## config.mk

```make
export PLATFORM = sky130hd
export DESIGN_NAME = smd_top
export DESIGN_NICKNAME = d
export VERILOG_FILES = /design/src/smd_pkg.sv /design/src/smd_sync.sv /design/src/smd_top.sv
export SDC_FILE = /design/constraint.sdc
export NUM_CORES = 1
export LEC_CHECK = 0
export BUFFER_PORTS_ARGS = -buffer_cell sky130_fd_sc_hd__buf_2
export CORE_MARGIN = 2
export CORE_UTILIZATION = 50
export CTS_CLUSTER_SIZE = 30
export DETAILED_ROUTE_END_ITERATION = 16
export GPL_TIMING_DRIVEN = 0
export PLACE_DENSITY = 0.8
export SYNTH_ARGS = -nofsm -noshare
export SYNTH_HDL_FRONTEND = slang
export SYNTH_SLANG_ARGS = --single-unit
```

## constraint.sdc

```tcl
create_clock -name mclk -period 2.5 [get_ports mclk]
set_input_delay 0.25 -clock mclk [delete_from_list [all_inputs] [get_ports mclk]]
set_output_delay 0.25 -clock mclk [all_outputs]
set_load 0.03 [all_outputs]
```

## src/smd_pkg.sv

```systemverilog
// Package of constants and types for the strap mode decoder.
// How it works
// - The two debug select bits decode 00 as boundary scan, 11 as emulation, 01 and 10 as reserved.
// - Functional operation is allowed under both the boundary-scan code and the emulation code.
// - The boot select decodes 00 as emulation boot, 01 as 8-bit ROM boot, 10 as 16-bit ROM boot.
// - Undriven straps read as debug code 11 and boot code 01.
// - Byte order select 1 means little endian, 0 means big endian where supported.
package smd_pkg;
	localparam logic [1:0] SMD_DBG_SCAN = 2'h0;
	localparam logic [1:0] SMD_DBG_EMU = 2'h3;
	localparam logic [1:0] SMD_BOOT_EMU = 2'h0;
	localparam logic [1:0] SMD_BOOT_ROM8 = 2'h1;
	localparam logic [1:0] SMD_BOOT_ROM16 = 2'h2;
	localparam logic [1:0] SMD_BOOT_RSVD = 2'h3;
	localparam logic [1:0] SMD_DBG_RST = SMD_DBG_EMU;
	localparam logic [1:0] SMD_BOOT_RST = SMD_BOOT_ROM8;
	localparam logic SMD_ORDER_LITTLE = 1'b1;
	localparam logic SMD_ORDER_RST = SMD_ORDER_LITTLE;
	localparam int SMD_STRAP_W = 6;
	localparam int SMD_HADDR_W = 32;
	localparam logic [31:0] SMD_OFS_MODE = 32'h0000_0000;
	localparam logic [31:0] SMD_OFS_STRAP = 32'h0000_0004;
	localparam logic [31:0] SMD_OFS_CTRL = 32'h0000_0008;
	localparam int SMD_MODE_SCAN_BIT = 0;
	localparam int SMD_MODE_EMU_BIT = 1;
	localparam int SMD_MODE_DBGRSV_BIT = 2;
	localparam int SMD_MODE_FUNC_BIT = 3;
	localparam int SMD_MODE_BOOT_LSB = 4;
	localparam int SMD_MODE_BOOTRSV_BIT = 6;
	localparam int SMD_MODE_BIG_BIT = 7;
	localparam int SMD_MODE_FIXERR_BIT = 8;
	localparam int SMD_MODE_LATCHED_BIT = 9;
	localparam logic [31:0] SMD_CTRL_RST = 32'h0000_0001;
	typedef enum logic [2:0] {
		SMD_ST_WAIT = 3'h1,
		SMD_ST_SETTLE = 3'h2,
		SMD_ST_HOLD = 3'h4
	} smd_state_t;
endpackage

```

## src/smd_sync.sv

```systemverilog
// Three-flop synchroniser that reports a change once stages two and three agree.
`timescale 1ns/1ps
module smd_sync #(
	parameter int W = 1
) (
	input wire logic mclk,
	input wire logic rst_n,
	input wire logic [W-1:0] rst_val,
	input wire logic [W-1:0] pin_in,
	output logic [W-1:0] sync_out
);
	logic [W-1:0] s1_ff, s2_ff, s3_ff, out_ff;
	logic [W-1:0] nxt_out;

	always_comb begin
		nxt_out = out_ff;
		for (int i = 0; i < W; i++) begin
			if (s2_ff[i] == s3_ff[i]) begin
				nxt_out[i] = s3_ff[i];
			end
		end
	end

	// Reset value is a constant from the parent, never a live pin
	always_ff @(posedge mclk or negedge rst_n) begin
		if (!rst_n) begin
			s1_ff <= '0;
			s2_ff <= '0;
			s3_ff <= '0;
			out_ff <= '0;
		end else begin
			s1_ff <= pin_in;
			s2_ff <= s1_ff;
			s3_ff <= s2_ff;
			out_ff <= nxt_out;
		end
	end

	assign sync_out = out_ff ^ rst_val;
endmodule

```

## src/smd_top.sv

```systemverilog
// Strap mode decoder: strap capture, decode and AHB-Lite status registers.
//
// Design decisions made here: the AHB-Lite register port and the register offsets.
`timescale 1ns/1ps
module smd_top #(
	parameter int SETTLE_CYCLES = 4
) (
	input wire logic mclk,
	input wire logic rst_n,
	input wire logic [1:0] debug_mode_select,
	input wire logic [1:0] boot_select,
	input wire logic byte_order_select,
	input wire logic ext_bus_order_fix,
	input wire logic hsel,
	input wire logic [smd_pkg::SMD_HADDR_W-1:0] haddr,
	input wire logic [1:0] htrans,
	input wire logic hwrite,
	input wire logic [2:0] hsize,
	input wire logic [31:0] hwdata,
	input wire logic hready,
	output logic [31:0] hrdata,
	output logic hreadyout,
	output logic hresp,
	output logic mode_scan,
	output logic mode_emu,
	output logic mode_func,
	output logic [1:0] boot_mode,
	output logic boot_emu,
	output logic boot_rom8,
	output logic boot_rom16,
	output logic order_little,
	output logic cfg_valid,
	output logic cfg_error
);
	import smd_pkg::*;

	// Straps cross in through the synchroniser; reset values match undriven pins except ext_bus_order_fix, which resets low
	logic [SMD_STRAP_W-1:0] strap_raw;
	logic [SMD_STRAP_W-1:0] strap_sync;
	localparam logic [SMD_STRAP_W-1:0] STRAP_RST = {SMD_DBG_RST, SMD_BOOT_RST,
		SMD_ORDER_RST, 1'b0};

	assign strap_raw = {debug_mode_select, boot_select, byte_order_select,
		ext_bus_order_fix} ^ STRAP_RST;

	smd_sync #(.W(SMD_STRAP_W)) u_sync (
		.mclk(mclk),
		.rst_n(rst_n),
		.rst_val(STRAP_RST),
		.pin_in(strap_raw),
		.sync_out(strap_sync)
	);

	// Latch sequence
	smd_state_t st_ff, nxt_st;
	logic [7:0] cnt_ff, nxt_cnt;
	logic [1:0] dbg_ff, nxt_dbg;
	logic [1:0] boot_ff, nxt_boot;
	logic order_ff, nxt_order;
	logic latched_ff, nxt_latched;
	logic fix_err_ff, nxt_fix_err;
	logic func_en_ff, nxt_func_en;

	function automatic logic dbg_is_rsv(input logic [1:0] c);
		return (c != SMD_DBG_SCAN) && (c != SMD_DBG_EMU);
	endfunction

	// Settle lets the synchroniser flush after release before the capture
	always_comb begin
		nxt_st = st_ff;
		nxt_cnt = cnt_ff;
		nxt_dbg = dbg_ff;
		nxt_boot = boot_ff;
		nxt_order = order_ff;
		nxt_latched = latched_ff;
		nxt_fix_err = fix_err_ff;
		case (st_ff)
			SMD_ST_WAIT: begin
				nxt_st = SMD_ST_SETTLE;
				nxt_cnt = 8'h0;
			end
			SMD_ST_SETTLE: begin
				if (cnt_ff >= 8'(SETTLE_CYCLES - 1)) begin
					nxt_st = SMD_ST_HOLD;
					nxt_dbg = strap_sync[5:4];
					nxt_boot = strap_sync[3:2];
					nxt_order = strap_sync[1];
					nxt_latched = 1'b1;
					// Board must hold the fix input low in big endian
					nxt_fix_err = !strap_sync[1] && strap_sync[0];
				end else begin
					nxt_cnt = cnt_ff + 8'h1;
				end
			end
			SMD_ST_HOLD: begin
				nxt_st = SMD_ST_HOLD;
			end
			default: begin
				nxt_st = SMD_ST_WAIT;
			end
		endcase
	end

	always_ff @(posedge mclk or negedge rst_n) begin
		if (!rst_n) begin
			st_ff <= SMD_ST_WAIT;
			cnt_ff <= 8'h0;
			dbg_ff <= SMD_DBG_RST;
			boot_ff <= SMD_BOOT_RST;
			order_ff <= SMD_ORDER_RST;
			latched_ff <= 1'b0;
			fix_err_ff <= 1'b0;
		end else begin
			st_ff <= nxt_st;
			cnt_ff <= nxt_cnt;
			dbg_ff <= nxt_dbg;
			boot_ff <= nxt_boot;
			order_ff <= nxt_order;
			latched_ff <= nxt_latched;
			fix_err_ff <= nxt_fix_err;
		end
	end

	// Decoded mode outputs, all registered
	logic n_scan, n_emu, n_func, n_bemu, n_b8, n_b16, n_little, n_err;
	logic [1:0] n_bmode;
	logic scan_ff, emu_ff, func_ff, bemu_ff, b8_ff, b16_ff, little_ff, valid_ff, err_ff;
	logic [1:0] bmode_ff;

	always_comb begin
		n_scan = dbg_ff == SMD_DBG_SCAN;
		n_emu = dbg_ff == SMD_DBG_EMU;
		// Functional in either valid debug code, gated by software enable
		n_func = (n_scan || n_emu) && func_en_ff;
		n_bemu = boot_ff == SMD_BOOT_EMU;
		n_b8 = boot_ff == SMD_BOOT_ROM8;
		n_b16 = boot_ff == SMD_BOOT_ROM16;
		// Reserved boot code passes through and is flagged as an error
		n_bmode = boot_ff;
		n_little = order_ff == SMD_ORDER_LITTLE;
		n_err = dbg_is_rsv(dbg_ff) || (boot_ff == SMD_BOOT_RSVD) || fix_err_ff;
	end

	always_ff @(posedge mclk or negedge rst_n) begin
		if (!rst_n) begin
			scan_ff <= 1'b0;
			emu_ff <= 1'b0;
			func_ff <= 1'b0;
			bmode_ff <= SMD_BOOT_RST;
			bemu_ff <= 1'b0;
			b8_ff <= 1'b0;
			b16_ff <= 1'b0;
			little_ff <= SMD_ORDER_RST;
			valid_ff <= 1'b0;
			err_ff <= 1'b0;
		end else begin
			scan_ff <= n_scan && latched_ff;
			emu_ff <= n_emu && latched_ff;
			func_ff <= n_func && latched_ff;
			bmode_ff <= n_bmode;
			bemu_ff <= n_bemu && latched_ff;
			b8_ff <= n_b8 && latched_ff;
			b16_ff <= n_b16 && latched_ff;
			little_ff <= n_little;
			valid_ff <= latched_ff;
			err_ff <= n_err && latched_ff;
		end
	end

	assign mode_scan = scan_ff;
	assign mode_emu = emu_ff;
	assign mode_func = func_ff;
	assign boot_mode = bmode_ff;
	assign boot_emu = bemu_ff;
	assign boot_rom8 = b8_ff;
	assign boot_rom16 = b16_ff;
	assign order_little = little_ff;
	assign cfg_valid = valid_ff;
	assign cfg_error = err_ff;

	// AHB-Lite slave, zero wait states, always OKAY
	logic aph_ff, nxt_aph;
	logic wr_ff, nxt_wr;
	logic [31:0] adr_ff, nxt_adr;
	logic [31:0] rdata_ff, nxt_rdata;
	logic [31:0] mode_word, strap_word;

	always_comb begin
		mode_word = '0;
		mode_word[SMD_MODE_SCAN_BIT] = scan_ff;
		mode_word[SMD_MODE_EMU_BIT] = emu_ff;
		mode_word[SMD_MODE_DBGRSV_BIT] = latched_ff && dbg_is_rsv(dbg_ff);
		mode_word[SMD_MODE_FUNC_BIT] = func_ff;
		mode_word[SMD_MODE_BOOT_LSB +: 2] = bmode_ff;
		mode_word[SMD_MODE_BOOTRSV_BIT] = latched_ff && (boot_ff == SMD_BOOT_RSVD);
		mode_word[SMD_MODE_BIG_BIT] = !little_ff;
		mode_word[SMD_MODE_FIXERR_BIT] = fix_err_ff;
		mode_word[SMD_MODE_LATCHED_BIT] = latched_ff;
		strap_word = {26'h0, strap_sync};
	end

	always_comb begin
		nxt_aph = hsel && htrans[1] && hready;
		nxt_wr = hwrite;
		nxt_adr = haddr;
		nxt_func_en = func_en_ff;
		nxt_rdata = 32'h0;
		if (aph_ff && wr_ff && adr_ff == SMD_OFS_CTRL) begin
			nxt_func_en = hwdata[0];
		end
		if (nxt_aph && !hwrite) begin
			case (haddr)
				SMD_OFS_MODE: nxt_rdata = mode_word;
				SMD_OFS_STRAP: nxt_rdata = strap_word;
				SMD_OFS_CTRL: nxt_rdata = {31'h0, func_en_ff};
				default: nxt_rdata = 32'h0;
			endcase
		end
	end

	always_ff @(posedge mclk or negedge rst_n) begin
		if (!rst_n) begin
			aph_ff <= 1'b0;
			wr_ff <= 1'b0;
			adr_ff <= 32'h0;
			rdata_ff <= 32'h0;
			func_en_ff <= SMD_CTRL_RST[0];
		end else begin
			aph_ff <= nxt_aph;
			wr_ff <= nxt_wr;
			adr_ff <= nxt_adr;
			rdata_ff <= nxt_rdata;
			func_en_ff <= nxt_func_en;
		end
	end

	assign hrdata = rdata_ff;
	assign hreadyout = 1'b1;
	assign hresp = 1'b0;
endmodule

```

Word level (Yosys, flattened, before mapping)
Cells that the tools add are included.
Word-level totals
  register bits: 120
  output and inout bits: 45
  word-level logic and storage cells: 90
  bits of input ports: 80
Cells by class
  reductions and logical operators: 30
  add/sub/neg operators: 1
  magnitude comparators: 1
  bitwise operators: 2
  mux-type cells: 6
  equal/unequal tests: 19
Operator list (count)
  == test 32 x 4 -> 1 bit (second input constant): 2
  == test 32 x 3 -> 1 bit (second input constant): 1
  zero test 32 bit: 1
  one-hot mux 10 bit (3 select lines): 1
  logical AND 1 bit: 17
  one-hot mux 8 bit (2 select lines): 1
  two-way mux 10 bit: 1
  one-hot mux 3 bit (3 select lines): 1
  adder 8 x 1 -> 8 bit (second input constant): 1
  >= comparator 8 x 2 -> 1 bit (second input constant): 1
  two-way mux 8 bit: 1
  NOT 4 bit: 2
  == test 1 bit: 6
  == test 2 bit (second input constant): 3
  inequality test 2 bit (second input constant): 3
  zero test 2 bit: 2
  AND reduction 2 bit: 2
  nonzero test 2 bit: 2
  == test 3 x 1 -> 1 bit (second input constant): 1
  == test 3 x 2 -> 1 bit (second input constant): 1
  == test 3 bit (second input constant): 1
  zero test 1 bit: 3
  logical OR 1 bit: 3
  two-way mux 3 bit: 1
  == test 2 x 1 -> 1 bit (second input constant): 1

Longest topological paths before layout
  depth after elaboration: 5
  depth in mapped cells: 6
  depth with buffers taken out: 5

Modules after synthesis
Synthesis repeated with hierarchy kept, for this count alone.
Unflattened totals
  cell total of the unflattened synthesis: 247
  area total of the unflattened synthesis: 3580.9 sq um
By module, submodules not included
  smd_top: instances 1, sequential area each 1861.8 sq um, area an instance 2860.2 sq um, cells an instance 211
  smd_sync: instances 1, sequential area each 600.6 sq um, area an instance 720.7 sq um, cells an instance 36

Worst setup path after synthesis
Ideal clock, no wire load.
  kind: register to register
  start point: reg cnt_ff[0]
  end point: reg boot_ff[1]
  arrival time: 1454 ps
  required time: 2373 ps
  path slack: 918 ps
  clock period less this slack: 1582 ps
  setup time: 127 ps
  cell stages (with the launch flop): 5
  path buffers: 0
  path through: dfrtp_1 ha_1 nor4_2 a2111o_1 mux2_1
On the way
  word-level cells in the longest chain between the ends: 2
Ends and longest elaborated chain
  start, declared: RTL line smd_top.sv:56  | logic [7:0] cnt_ff, nxt_cnt;
  start signal, assigned: RTL line smd_top.sv:115  | cnt_ff <= nxt_cnt;
  >= comparator 8 x 2 -> 1 bit: RTL line smd_top.sv:83  | if (cnt_ff >= 8'(SETTLE_CYCLES - 1)) begin
  AND reduction 2 bit (no line)
  end signal, assigned: RTL line smd_top.sv:117  | boot_ff <= nxt_boot;
  end, declared: RTL line smd_top.sv:58  | logic [1:0] boot_ff, nxt_boot;
Every way passes these cells.
A chain may end at the register's enable or synchronous reset.

Worst setup path after layout
  start point: in haddr[18] in the netlist's numbering
  end point: reg rdata_ff[2] (netlist: hrdata[2])
On the way
  word-level cells in the longest chain between the ends: 3
  elaborated cells between the ends (all ways): 5
  classes of those cells: eq/ne (2); mux (2); reduce/logical (1)
Ends and longest elaborated chain
  start, declared: RTL line smd_top.sv:15  | input wire logic [smd_pkg::SMD_HADDR_W-1:0] haddr,
  == test 32 x 4 -> 1 bit, or another cell as far along: RTL line smd_top.sv:212  | case (haddr)
  one-hot mux 10 bit (3 select lines) *: RTL line smd_top.sv:212
  two-way mux 10 bit *: RTL line smd_top.sv:211  | if (nxt_aph && !hwrite) begin
  net nxt_rdata[2]: RTL line smd_top.sv:185  | logic [31:0] rdata_ff, nxt_rdata;
  end signal, assigned: RTL line smd_top.sv:232  | rdata_ff <= nxt_rdata;
  end, declared: RTL line smd_top.sv:185
The timed path passes the listed nets; every way through them passes the cells marked *.

==> metrics.cfg <==
[run_status]
status = completed

[synth]
synth-warning-count = 0
synth_top_family_by_area = simple AND/OR/NAND/NOR gates
synth-async-reset-ratio = 1.00
synth_area_leader_cell = dfrtp_1
synth.ff_latch_count = 98
postSynthAreaPerCell_um2 = 14.1
synth_top_flop_cell = dfrtp_1
ys_seq_area_frac = 0.707
synth-compound-area-share = 0.0355
synthTopCellsByCount = dfrtp_1 (90), buf_4 (24), nand2_1 (15)
synth_cell_types = 44
synthXorXnorAreaFrac = 0.00251
yosysTopAreaCellShare = 0.646
ys_top_cells_by_area = dfrtp_1 (65%), dfstp_2 (6.0%), buf_4 (5.2%), nor4_1 (2.0%), maj3_1 (1.7%)
synth_edf_count = 0
synth-simple-area-share = 0.141
synth_mux_area_frac = 0.0183
synthAdderAreaFrac = 0.0280
netlist_area_mm2 = 0.00348
synth_most_common_cell = dfrtp_1
syn_inst = 247

[detailed_routing]
routed.top_layer = met4
wl_met1_um = 2660
vias = 2089
met3_length_um = 387
drt-wirelength-per-cell_um = 13.8
drt-total-wl_um = 6140
ant_nets = 0
drt_pre_antenna_iters = 4
drtIter0Drc = 57
viasPerCell = 4.68
routed-wl-met2_um = 2960
remaining_drc_errors = 0

[finish]
area_growth_pct = 26.7
n_antenna_cell = 0
final_core_util = 0.653
nets = 444
final_layout_size_suffix_gt1_frac = 0.339
fill_cells = 480

[clock_network]
cts_buffer_depth = 2
cts_tree = yes
clk_pin_slew_ns = 0.09
cts-root-buf = clkbuf_8
cts.sinks = 98
htreeDepth = 3
cts_resized = 0
clock_latency_ns = 0.36
cts_setup_buffers = 0
numCtsBuffers = 9

[floorplanning]
fp.dieH_um = 87.5
die_w_um = 87.5
fp-row-count = 30
dieArea_mm2 = 0.00765
coreArea_mm2 = 0.00676
pin_count = 125
initial_core_util = 0.516

[setup_path]
cp_max_fo = 5
path_class = input pin to flip-flop
reg2reg_from = cnt_ff[0]$_DFFE_PN0P_
cp_data_arrival_time_ns = 2.16
r2r-end = boot_ff[1]$_DFFE_PN0P_
r2r_cells = 4
cp-end-kind = flip-flop
startpoint_type = input pin
r2r_slack_ns = 0.72
cp.required_ns = 2.79

[power]
internal_power_mw = 2.44
finalPower_mw = 3.18
power_frac_comb = 0.088
switching_share = 0.231
power_frac_seq = 0.536
powerDensity_mw_per_mm2 = 720
peakVddDrop_mv = 0.367
power_switching_uw = 734
cellLeakagePower_nw = 2.17
p_clk_frac = 0.376

[grt]
globalRouteTotalUtil = 0.167
grt_remaining_overflow = 0
first_global_vias = 2001
antenna_found_initial = 0
grt_max_degree = 63
grt_pass1_wl_um = 9370

[sta]
skew_ns = 0.00928
worst_pin_slew_ns = 0.497
post-route-min-period_ns = 1.87
fmax_mhz = 535
grt_setup_unrepaired = false
slew_headroom = 0.666
setup_viol = 0
tns_ns = 0
hold_viol_final = 0
report.final.slew_viol_count = 0
finalCritPeriodShare = 0.747

[hold_path]
hold_end = adr_ff[25]$_DFF_PN0_
hold_depth = 1
hold_start = haddr[25]
hold_path.class = input pin to flip-flop

[placement]
dpl.hpwl_um = 4280
gp_congestion = 0.785
port_buffers = 65

[run]
drv_cap = 0

-- sequential cells by signal, indices dropped and copies added, names as in the netlist, 3 cells and up --
| name | count |
|---|---|
| hrdata | 10 |
| u_sync.out_ff | 6 |
| adr_ff | 32 |
| st_ff | 3 |
| u_sync.s3_ff | 6 |
| cnt_ff | 8 |
| u_sync.s1_ff | 6 |
| u_sync.s2_ff | 6 |
-- layout make-up --
type | instances | area [um2] | share of cell area
Buffer | 28 | 196 | 0.0445
Clock buffer | 10 | 128 | 0.0289
Clock inverter | 6 | 114 | 0.0258
Inverter | 9 | 33.8 | 0.00765
Multi-Input combinational cell | 134 | 875 | 0.198
Sequential cell | 98 | 2460 | 0.558
Tap cell | 80 | 100 | 0.0227
Timing Repair Buffer | 81 | 505 | 0.115
-- worst max-delay path, stage by stage --
cell and delay, ns:
dlygate4sd3_1 0.53, buf_2 0.14, nor4_1 0.31, nand3_1 0.26, nor4_2 0.43, and2_1 0.23
-- how the worst max path moves through the flow --
stage,from,endpoint,slack [ns],depth (start not counted)
floorplan,cnt_ff[0]$_DFFE_PN0P_,boot_ff[1]$_DFFE_PN0P_,0.92,4
global placement,rst_n,u_sync.s1_ff[4]$_DFF_PN0_,0.33,1
detailed placement,haddr[1],hrdata[2]$_DFF_PN0_,0.73,5
CTS,haddr[7],hrdata[2]$_DFF_PN0_,0.68,6
global route,haddr[18],hrdata[2]$_DFF_PN0_,0.56,6
finish,haddr[18],hrdata[2]$_DFF_PN0_,0.63,6
-- per-stage QoR --
| step | worst slack, ns | hold slack [ns] | cells | cell area [um2] |
|---|---|---|---|---|
| 2_1_floorplan | 0.918 | -0.0456 | 269 | 3570 |
| 3_3_place_gp | 0.331 | 0.333 | 414 | 3990 |
| 3_5_place_dp | 0.730 | 0.240 | 415 | 4020 |
| 4_1_cts | 0.676 | 0.000722 | 444 | 4390 |
| 5_1_grt | 0.558 | 0.000271 | 446 | 4410 |
| 6_report | 0.632 | 0.0130 | 446 | 4410 |
-- power by group through the flow --
stage               clock (mW)  combinational [mW]  sequential, mW
floorplan                    0               0.122            1.75
CTS                       1.22               0.279            1.71
finish                    1.19               0.279            1.70
detailed placement           0               0.261            1.74
global placement             0               0.251            1.73
global route              1.29               0.305            1.71
-- layout by cell type, fill, tap and decap left out, types with 2 or more instances in the layout --
| cell type | instances |
|---|---|
| nor4_2 | 4 |
| o21ai_0 | 6 |
| maj3_1 | 6 |
| nand3_1 | 3 |
| clkbuf_1 | 4 |
| buf_4 | 25 |
| clkbuf_8 | 9 |
| conb_1 | 24 |
| a21oi_1 | 2 |
| o21ai_1 | 5 |
| mux2i_1 | 3 |
| nor4_1 | 11 |
| bufinv_16 | 3 |
| nor2_1 | 8 |
| dlygate4sd3_1 | 15 |
| ha_1 | 3 |
| clkinvlp_4 | 2 |
| nand2_1 | 15 |
| dfrtp_1 | 90 |
| buf_2 | 65 |
| nor4_4 | 2 |
| inv_1 | 8 |
| nor3_1 | 2 |
| o2bb2ai_1 | 2 |
| dfstp_2 | 8 |
| nor2b_1 | 9 |
| mux2_1 | 2 |
| and2_1 | 8 |
-- layer usage --
metal  GRT usage  up-vias
met3      0.0559       11
met4      0.0811        0
met5           0        -
met1       0.206      991
li1            -     1022
met2       0.265       65
-- cells by family (layout without fill, tap and decap cells) --
kind of cell | count (synthesis) | after routing
fa+ha+maj | 9 | 9
mux | 6 | 6
buf+inv | 37 | 134
other cells | 2 | 24
simple gates | 74 | 74
compound gates | 20 | 20
xor+xnor | 1 | 1
flops | 98 | 98
-- timing repair --
action,4_1_cts,5_1_grt
hold buffers,13,2
hold endpoints to repair,44,2
endpoints found under the setup margin,0,0
Note: power is estimated with default switching activity, not from simulation.
